`src/port_cfg_pkg.sv`:
```
package port_cfg_pkg;

  // ****************************************
  // register addresses
  // ****************************************
  localparam logic [7:0] ADDR_P1_DRIVE = 8'h9B;
  localparam logic [7:0] ADDR_P2_DATA = 8'hA0;
  localparam logic [7:0] ADDR_P1_OTYPE = 8'hA5;
  localparam logic [7:0] ADDR_XBAR_CTL = 8'hE3;
  localparam logic [7:0] ADDR_P1_ANALOG = 8'hF2;

  // ****************************************
  // field positions
  // ****************************************
  localparam int PULLUP_DIS_BIT = 7;
  localparam int XBAR_EN_BIT = 6;
  localparam int P2_DATA_BIT = 7;

  // ****************************************
  // reset values and write masks
  // ****************************************
  localparam logic [7:0] P1_DRIVE_RST = 8'h00;
  localparam logic [7:0] P2_DATA_RST = 8'h80;
  localparam logic [7:0] P1_OTYPE_RST = 8'h00;
  localparam logic [7:0] XBAR_CTL_RST = 8'h00;
  localparam logic [7:0] P1_ANALOG_RST = 8'hFF;
  localparam logic [7:0] XBAR_CTL_MASK = 8'hC0;
  localparam logic [7:0] P2_DATA_MASK = 8'h80;

endpackage : port_cfg_pkg

```
`src/sfr_bus_if.sv`:
```
interface sfr_bus_if;
  logic wr;
  logic rd;
  logic [7:0] addr;
  logic [7:0] wdata;
  logic [7:0] rdata;
  logic hit;

  modport master
  (
    output wr,
    output rd,
    output addr,
    output wdata,
    input rdata,
    input hit
  );

  modport slave
  (
    input wr,
    input rd,
    input addr,
    input wdata,
    output rdata,
    output hit
  );
endinterface : sfr_bus_if

```
`src/port_io_crossbar_config.sv`:
```
// Notes on behaviour
// - pullup disable off: pullups on except analog
// - crossbar control low six bits zero
// - config bit n governs port1 pin n
// - analog pin: no pullup, no receiver
// - analog select one means digital pin
// - output type: 0 open-drain, 1 push-pull
// - output type still drives analog pins
// - drive strength: 0 low, 1 high
// - port2 bit7 latch write, pin read
// - port2 bits six to zero read zero
module port_io_crossbar_config
(
  input wire logic clock_i,
  input wire logic rst_i,
  input wire logic sfr_wr_i,
  input wire logic sfr_rd_i,
  input wire logic [7:0] sfr_addr_i,
  input wire logic [7:0] sfr_wdata_i,
  output logic [7:0] sfr_rdata_o,
  output logic sfr_hit_o,
  input wire logic [7:0] p1_out_i,
  input wire logic [7:0] p1_pin_i,
  output logic [7:0] p1_pin_o,
  output logic [7:0] p1_oe_o,
  output logic [7:0] p1_pullup_en_o,
  output logic [7:0] p1_rx_en_o,
  output logic [7:0] p1_high_drive_o,
  output logic [7:0] p1_in_o,
  input wire logic p2_pin_i,
  output logic p2_pin_o,
  output logic p2_oe_o,
  output logic p2_pullup_en_o
);

  // ****************************************
  // register bus
  // ****************************************
  sfr_bus_if bus ();
  assign bus.wr = sfr_wr_i;
  assign bus.rd = sfr_rd_i;
  assign bus.addr = sfr_addr_i;
  assign bus.wdata = sfr_wdata_i;

  logic [7:0] drive_q;
  logic [7:0] p2_q;
  logic [7:0] otype_q;
  logic [7:0] xbar_q;
  logic [7:0] analog_q;
  logic [4:0] sel;
  logic [7:0] p1_sync_a;
  logic [7:0] p1_sync_b;
  logic p2_sync_a;
  logic p2_sync_b;

  sfr_reg8 #(.ADDR(port_cfg_pkg::ADDR_P1_DRIVE), .RST(port_cfg_pkg::P1_DRIVE_RST),
    .MASK(8'hFF)) u_drive
  (
    .clock_i(clock_i),
    .rst_i(rst_i),
    .wr_i(bus.wr),
    .addr_i(bus.addr),
    .wdata_i(bus.wdata),
    .sel_o(sel[0]),
    .value_o(drive_q)
  );

  sfr_reg8 #(.ADDR(port_cfg_pkg::ADDR_P2_DATA), .RST(port_cfg_pkg::P2_DATA_RST),
    .MASK(port_cfg_pkg::P2_DATA_MASK)) u_p2
  (
    .clock_i(clock_i),
    .rst_i(rst_i),
    .wr_i(bus.wr),
    .addr_i(bus.addr),
    .wdata_i(bus.wdata),
    .sel_o(sel[1]),
    .value_o(p2_q)
  );

  sfr_reg8 #(.ADDR(port_cfg_pkg::ADDR_P1_OTYPE), .RST(port_cfg_pkg::P1_OTYPE_RST),
    .MASK(8'hFF)) u_otype
  (
    .clock_i(clock_i),
    .rst_i(rst_i),
    .wr_i(bus.wr),
    .addr_i(bus.addr),
    .wdata_i(bus.wdata),
    .sel_o(sel[2]),
    .value_o(otype_q)
  );

  sfr_reg8 #(.ADDR(port_cfg_pkg::ADDR_XBAR_CTL), .RST(port_cfg_pkg::XBAR_CTL_RST),
    .MASK(port_cfg_pkg::XBAR_CTL_MASK)) u_xbar
  (
    .clock_i(clock_i),
    .rst_i(rst_i),
    .wr_i(bus.wr),
    .addr_i(bus.addr),
    .wdata_i(bus.wdata),
    .sel_o(sel[3]),
    .value_o(xbar_q)
  );

  sfr_reg8 #(.ADDR(port_cfg_pkg::ADDR_P1_ANALOG), .RST(port_cfg_pkg::P1_ANALOG_RST),
    .MASK(8'hFF)) u_analog
  (
    .clock_i(clock_i),
    .rst_i(rst_i),
    .wr_i(bus.wr),
    .addr_i(bus.addr),
    .wdata_i(bus.wdata),
    .sel_o(sel[4]),
    .value_o(analog_q)
  );

  // ****************************************
  // pin synchronisers
  // ****************************************
  always_ff @(posedge clock_i)
  begin
    if (rst_i)
    begin
      p1_sync_a <= 8'h00;
      p1_sync_b <= 8'h00;
      p2_sync_a <= 1'b0;
      p2_sync_b <= 1'b0;
    end
    else
    begin
      p1_sync_a <= p1_pin_i;
      p1_sync_b <= p1_sync_a;
      p2_sync_a <= p2_pin_i;
      p2_sync_b <= p2_sync_a;
    end
  end

  // ****************************************
  // read mux
  // ****************************************
  // unmapped addresses answer zero with hit low
  always_comb
  begin
    bus.rdata = 8'h00;
    unique case (1'b1)
      sel[0]: bus.rdata = drive_q;
      sel[1]: bus.rdata = {p2_sync_b, 7'h00};
      sel[2]: bus.rdata = otype_q;
      sel[3]: bus.rdata = xbar_q;
      sel[4]: bus.rdata = analog_q;
      default: bus.rdata = 8'h00;
    endcase
  end
  assign bus.hit = |sel;
  assign sfr_rdata_o = bus.rdata;
  assign sfr_hit_o = bus.hit;

  // ****************************************
  // pad control
  // ****************************************
  logic xbar_en;
  logic pull_dis;
  assign xbar_en = xbar_q[port_cfg_pkg::XBAR_EN_BIT];
  assign pull_dis = xbar_q[port_cfg_pkg::PULLUP_DIS_BIT];

  for (genvar n = 0; n < 8; n++)
  begin : g_p1
    // bit n low selects analog on pin n
    logic low_drive;
    assign low_drive = ~p1_out_i[n];
    // open-drain only ever pulls low; driver stays live in analog mode
    assign p1_oe_o[n] = xbar_en & (otype_q[n] | low_drive);
    assign p1_pin_o[n] = otype_q[n] ? p1_out_i[n] : 1'b0;
    assign p1_pullup_en_o[n] = ~pull_dis & analog_q[n];
    assign p1_rx_en_o[n] = analog_q[n];
    assign p1_high_drive_o[n] = drive_q[n];
    assign p1_in_o[n] = analog_q[n] & p1_sync_b[n];
  end

  // port 2 pin has no mode registers here, so it runs open-drain digital
  assign p2_pin_o = 1'b0;
  assign p2_oe_o = xbar_en & ~p2_q[port_cfg_pkg::P2_DATA_BIT];
  assign p2_pullup_en_o = ~pull_dis;

  // ****************************************
  // checks
  // ****************************************
  no_drive_off_a: assert property (@(posedge clock_i) disable iff (rst_i)
    !xbar_en |-> (p1_oe_o == 8'h00) && !p2_oe_o)
  else $error("pin driven with crossbar off");

  pullup_dis_a: assert property (@(posedge clock_i) disable iff (rst_i)
    pull_dis |-> (p1_pullup_en_o == 8'h00) && !p2_pullup_en_o)
  else $error("pullup on while disabled");

  analog_pull_a: assert property (@(posedge clock_i) disable iff (rst_i)
    ((p1_pullup_en_o | p1_rx_en_o) & ~analog_q) == 8'h00)
  else $error("analog pin has pullup or receiver");

  digital_rx_a: assert property (@(posedge clock_i) disable iff (rst_i)
    p1_rx_en_o == analog_q)
  else $error("digital pin receiver off");

  pushpull_a: assert property (@(posedge clock_i) disable iff (rst_i)
    xbar_en |-> ((otype_q & ~p1_oe_o) == 8'h00))
  else $error("push-pull pin not driven");

  otype_analog_a: assert property (@(posedge clock_i) disable iff (rst_i)
    xbar_en && (otype_q != 8'h00) |-> ((p1_oe_o & otype_q) == otype_q))
  else $error("driver dropped for analog pin");

  drive_a: assert property (@(posedge clock_i) disable iff (rst_i)
    bus.wr && sel[0] |=> p1_high_drive_o == $past(bus.wdata))
  else $error("drive strength not updated");

  xbar_low_a: assert property (@(posedge clock_i) disable iff (rst_i)
    sel[3] |-> sfr_rdata_o[5:0] == 6'h00)
  else $error("crossbar low bits nonzero");

  p2_read_a: assert property (@(posedge clock_i) disable iff (rst_i)
    sel[1] |-> sfr_rdata_o[6:0] == 7'h00 && sfr_rdata_o[7] == p2_sync_b)
  else $error("port2 read wrong");

  // analog select resets to all digital, so every receiver is live after reset
  reset_val_a: assert property (@(posedge clock_i)
    $past(rst_i) |-> p2_q == port_cfg_pkg::P2_DATA_RST && otype_q == port_cfg_pkg::P1_OTYPE_RST
      && drive_q == port_cfg_pkg::P1_DRIVE_RST && xbar_q == port_cfg_pkg::XBAR_CTL_RST
      && analog_q == port_cfg_pkg::P1_ANALOG_RST)
  else $error("reset value wrong");

  in_gate_a: assert property (@(posedge clock_i) disable iff (rst_i)
    (p1_in_o & ~analog_q) == 8'h00)
  else $error("analog pin passes input");

  open_drain_a: assert property (@(posedge clock_i) disable iff (rst_i)
    (p1_pin_o & ~otype_q) == 8'h00)
  else $error("open-drain pin driven high");

  p2_latch_a: assert property (@(posedge clock_i) disable iff (rst_i)
    bus.wr && sel[1] |=> p2_q[port_cfg_pkg::P2_DATA_BIT] == $past(bus.wdata[7]))
  else $error("port2 latch not written");

  p2_low_bits_a: assert property (@(posedge clock_i) disable iff (rst_i)
    p2_q[6:0] == 7'h00)
  else $error("port2 low bits stored");

  xbar_hold_a: assert property (@(posedge clock_i) disable iff (rst_i)
    !(bus.wr && sel[3]) |=> $stable(xbar_q))
  else $error("crossbar control changed unwritten");

  p2_od_a: assert property (@(posedge clock_i) disable iff (rst_i)
    !p2_pin_o)
  else $error("port2 pin driven high");

  p2_low_c: cover property (@(posedge clock_i) disable iff (rst_i) p2_oe_o);
  xbar_on_c: cover property (@(posedge clock_i) disable iff (rst_i) $rose(xbar_en));
  analog_c: cover property (@(posedge clock_i) disable iff (rst_i) analog_q != 8'hFF);
  pull_off_c: cover property (@(posedge clock_i) disable iff (rst_i) $rose(pull_dis));
  pushpull_c: cover property (@(posedge clock_i) disable iff (rst_i) (p1_oe_o & otype_q) != 8'h00);
endmodule : port_io_crossbar_config

```
`src/sfr_reg8.sv`:
```
module sfr_reg8
#(
  parameter logic [7:0] ADDR = 8'h00,
  parameter logic [7:0] RST = 8'h00,
  parameter logic [7:0] MASK = 8'hFF
)
(
  input wire logic clock_i,
  input wire logic rst_i,
  input wire logic wr_i,
  input wire logic [7:0] addr_i,
  input wire logic [7:0] wdata_i,
  output logic sel_o,
  output logic [7:0] value_o
);
  logic [7:0] value_q;
  logic [7:0] value_d;

  assign sel_o = (addr_i == ADDR);
  assign value_o = value_q;

  // masked bits hold zero, writes to them dropped
  always_comb
  begin
    value_d = value_q;
    if (wr_i && sel_o)
    begin
      value_d = wdata_i & MASK;
    end
  end

  always_ff @(posedge clock_i)
  begin
    if (rst_i)
    begin
      value_q <= RST;
    end
    else
    begin
      value_q <= value_d;
    end
  end

  assert property (@(posedge clock_i) disable iff (rst_i)
    (value_q & ~MASK) == 8'h00)
  else $error("masked register bits nonzero");
endmodule : sfr_reg8

```
`config.mk`:
```
export PLATFORM = sky130hd
export DESIGN_NAME = port_io_crossbar_config
export DESIGN_NICKNAME = d
export VERILOG_FILES = /design/src/port_cfg_pkg.sv /design/src/sfr_bus_if.sv /design/src/port_io_crossbar_config.sv /design/src/sfr_reg8.sv
export SDC_FILE = /design/constraint.sdc
export NUM_CORES = 1
export LEC_CHECK = 0
export CAP_MARGIN = 40
export CORE_MARGIN = 8
export CORE_UTILIZATION = 45
export CTS_BUF_LIST = sky130_fd_sc_hd__clkbuf_8 sky130_fd_sc_hd__clkbuf_16
export CTS_CLUSTER_SIZE = 14
export DETAILED_ROUTE_END_ITERATION = 16
export DONT_BUFFER_PORTS = 1
export GPL_ROUTABILITY_DRIVEN = 1
export SYNTH_ARGS = -nofsm -noshare
export SYNTH_HDL_FRONTEND = slang
export SYNTH_SLANG_ARGS = --single-unit
```
`constraint.sdc`:
```
create_clock -name clock_i -period 3.1 [get_ports clock_i]
set_input_delay 0.31 -clock clock_i [delete_from_list [all_inputs] [get_ports clock_i]]
set_output_delay 0.31 -clock clock_i [all_outputs]
set_load 0.02 [all_outputs]
```
==> results.py <==
metrics = {
    "setup_path": {
        "r2r_setup_slack_ns": 2.22,
        "arrival_ns": 1.72,
        "path_max_fanout": 8,
        "worst_setup_path_end_kind": "primary output",
        "critPathRequiredTime_ns": 2.79,
        "critPathKind": "in -> out",
        "r2r_end": "u_xbar.value_o[7]$_SDFFE_PP0P_",
        "rr_worst_depth": 2,
        "rr_startpoint": "u_xbar.value_o[7]$_SDFFE_PP0P_",
        "cp-start-kind": "primary input",
    },
    "power": {
        "pwr-share-seq_pct": 60.9,
        "p_sw_share_pct": 20.09,
        "powerDensity_mw_per_mm2": 459.3,
        "pwr-share-clk_pct": 35.7,
        "intPower_w": 0.0007765,
        "power_switching_w": 0.0001953,
        "combPwrFrac_pct": 3.4,
        "leakage_nw": 0.8898,
        "vdd_drop_max_uv": 270.2,
    },
    "global_routing": {
        "grt_pass1_vias": 1429,
        "grt_max_degree": 54,
        "grt-ovfl-total": 0,
        "grt_pass1_wl_um": 7790,
        "antenna_found_initial": 0,
        "track_usage_pct": 13.35,
    },
    "job": {
        "drv_cap": 0,
    },
    "timing": {
        "setup_tns_ns": 0,
        "max_freq_mhz": 492.5,
        "tightest_slew_ns": 0.7220,
        "setup_viol": 0,
        "relSlewSlack_pct": 51.46,
        "hold_ws_ns": 0.09494,
        "drv_slew": 0,
        "fin_worst_skew_ns": 0.0005862,
        "fin_crit_sh_pct": 65.49,
        "rsz0062_at_grt": "no",
        "finalHoldViolCount": 0,
        "min_period_ns": 2.030,
    },
    "synth": {
        "yosysMostFrequentCell": "dfxtp_1",
        "synthArstFlopShare_pct": 0,
        "syn-cell-area_mm2": 0.002021,
        "synth_commonest_cells": "45 x dfxtp_1, 30 x nor2b_1, 26 x nor2_1",
        "synth_area_per_cell_um2": 8.748,
        "synth_area_leaders": "dfxtp_1 45%, nor2b_1 9.3%, mux2i_1 8.9%, and2_1 5.0%, nor2_1 4.8%",
        "syn_inst": 231,
        "yosys.area.top_type_share_pct": 44.58,
        "synth_fp_nets": 268,
        "synth_warnings": 0,
        "yosys.area.top_type": "dfxtp_1",
        "ys_seq_elements": 45,
        "yosysSeqAreaShare_pct": 44.58,
        "synth_cell_types": 32,
        "synthFlopType": "dfxtp_1",
        "synth_edf_count": 0,
    },
    "hold_path": {
        "hp-start": "rst_i",
        "hp-class": "in -> reg",
        "hold_path_end": "p2_sync_a$_SDFF_PP0_",
        "min_path_cells": 1,
    },
    "cells_and_area": {
        "final_core_util_pct": 48.59,
        "nNetsFinal": 262,
        "layout-area-overhead-vs-synth_pct": 4.706,
        "multi_input_area_mm2": 0.001022,
        "n_antenna_cell": 0,
        "drive_gt1_share_pct": 4.444,
        "seq_area_um2": 900.9,
        "nFillCells": 424,
    },
    "die": {
        "ios": 97,
        "core_area_mm2": 0.004354,
        "dieHeight_um": 83.01,
        "fp.dieW_um": 83.01,
        "fp-row-count": 24,
        "start_util_pct": 46.41,
        "die-area_mm2": 0.006891,
    },
    "clocking": {
        "clk_path_buf_depth": 2,
        "cts_max_level": 2,
        "postCtsResizedCells": 0,
        "numCtsBuffers": 5,
        "cts_setup_buffers": 0,
        "cts.clk_slew.worst_paths_ns": 0.07,
        "root_buffer": "clkbuf_8",
        "tritoncts": "yes",
        "postCtsHoldBufs": 0,
        "worstSkewPairLatency_ns": 0.27,
        "cts.sinks": 45,
    },
    "placed_design": {
        "io_buffers": 0,
        "dpl.hpwl_um": 3746,
        "gp_congestion": 0.7817,
    },
    "route": {
        "drt-initial-drc-count": 87,
        "wirelength_um": 4860,
        "vias_per_cell": 5.469,
        "wire_per_inst_um": 17.55,
        "vias": 1515,
        "remaining_drc_errors": 0,
        "drt.antenna.violating_nets": 0,
        "drt_pass1_iterations": 5,
    },
    "run_status": {
        "status": "finished, final reports clean",
    },
}
[power groups by stage]
stage	Combinational (W)	Sequential (W)	Clock [W]
after global placement	0.0000330	0.000605	0
after detailed placement	0.0000334	0.000605	0
after CTS	0.0000334	0.000591	0.000361
after floorplan	0.0000395	0.000604	0
after global routing	0.0000362	0.000592	0.000387
final	0.0000331	0.000591	0.000347
[layer usage]
layer	GRT usage (%)	wire, µm	vias up
met4	2.875	21	0
met3	7.129	522	2
met2	19.45	2122	67
met5	0	0	-
met1	16.87	2192	689
li1	-	-	757
[final cells by class]
type	instances	area share (%)
Clock buffer	6	3.903
Clock inverter	1	0.1774
Tap cell	52	3.075
Multi-Input combinational cell	162	48.31
Sequential cell	45	42.58
Inverter	11	1.952
[how the worst max path moves through the flow]
stage                        startpoint        endpoint  slack, ns  cells after the start
final                     sfr_addr_i[1]  sfr_rdata_o[6]       1.07                      4
after global routing      sfr_addr_i[1]  sfr_rdata_o[6]       0.97                      4
after CTS                 sfr_addr_i[1]  sfr_rdata_o[6]       1.05                      4
after detailed placement  sfr_addr_i[1]  sfr_rdata_o[6]       1.05                      4
after global placement    sfr_addr_i[1]  sfr_rdata_o[6]       1.03                      4
after floorplan           sfr_addr_i[1]  sfr_rdata_o[7]       1.26                      3
[sequential cells by signal, indices dropped and copies added (netlist names)]
name and count:
p2_sync_a 1, u_otype.value_o 8, p2_sync_b 1, p1_sync_b 8
p1_sync_a 8, u_drive.value_o 8, u_analog.value_o 8, u_p2.value_o 1
u_xbar.value_o 2
[cell usage in the layout, fill, tap and decap left out]
cell        n
dfxtp_1    45
nor2b_1    30
nor2_1     26
mux2i_1    18
nand2_1    16
and2_1     16
inv_1      12
a22oi_1     8
a21boi_0    8
nor3_1      8
a21oi_1     8
clkbuf_8    6
nand2b_1    2
nor4_2      2
or3_1       2
or4_1       2
nand4_1     2
and4b_1     1
nand3b_1    1
or4b_4      1
nor3_2      1
o21ai_1     1
and3_1      1
o32a_1      1
a2bb2oi_1   1
o211ai_1    1
o211a_1     1
nand4b_1    1
a21boi_1    1
a311o_1     1
conb_1      1
[critical path, stage by stage]
cell and delay [ns]:
or4b_4 0.55, nor3_2 0.41, a22oi_1 0.13, o21ai_1 0.31
[through the flow]
| stage | total power [W] | setup slack (ns) | std cells | instance area [µm²] |
|---|---|---|---|---|
| finish | 0.0009718 | 1.070 | 277 | 2116 |
| detailed placement | 0.0006384 | 1.054 | 270 | 2029 |
| global route | 0.001016 | 0.9745 | 277 | 2116 |
| CTS | 0.0009860 | 1.052 | 277 | 2116 |
| global placement | 0.0006377 | 1.033 | 270 | 2029 |
| floorplan | 0.0006437 | 1.258 | 231 | 2021 |
[kinds of logic after synthesis]
logic type	count (synthesis)	share of synthesized area (%)
simple gates	112	30.65
flops	45	44.58
compound gates	31	10.84
buf+inv	24	4.830
mux	18	8.916
other cells	1	0.1856
Note: power is estimated with default switching activity, not from simulation.
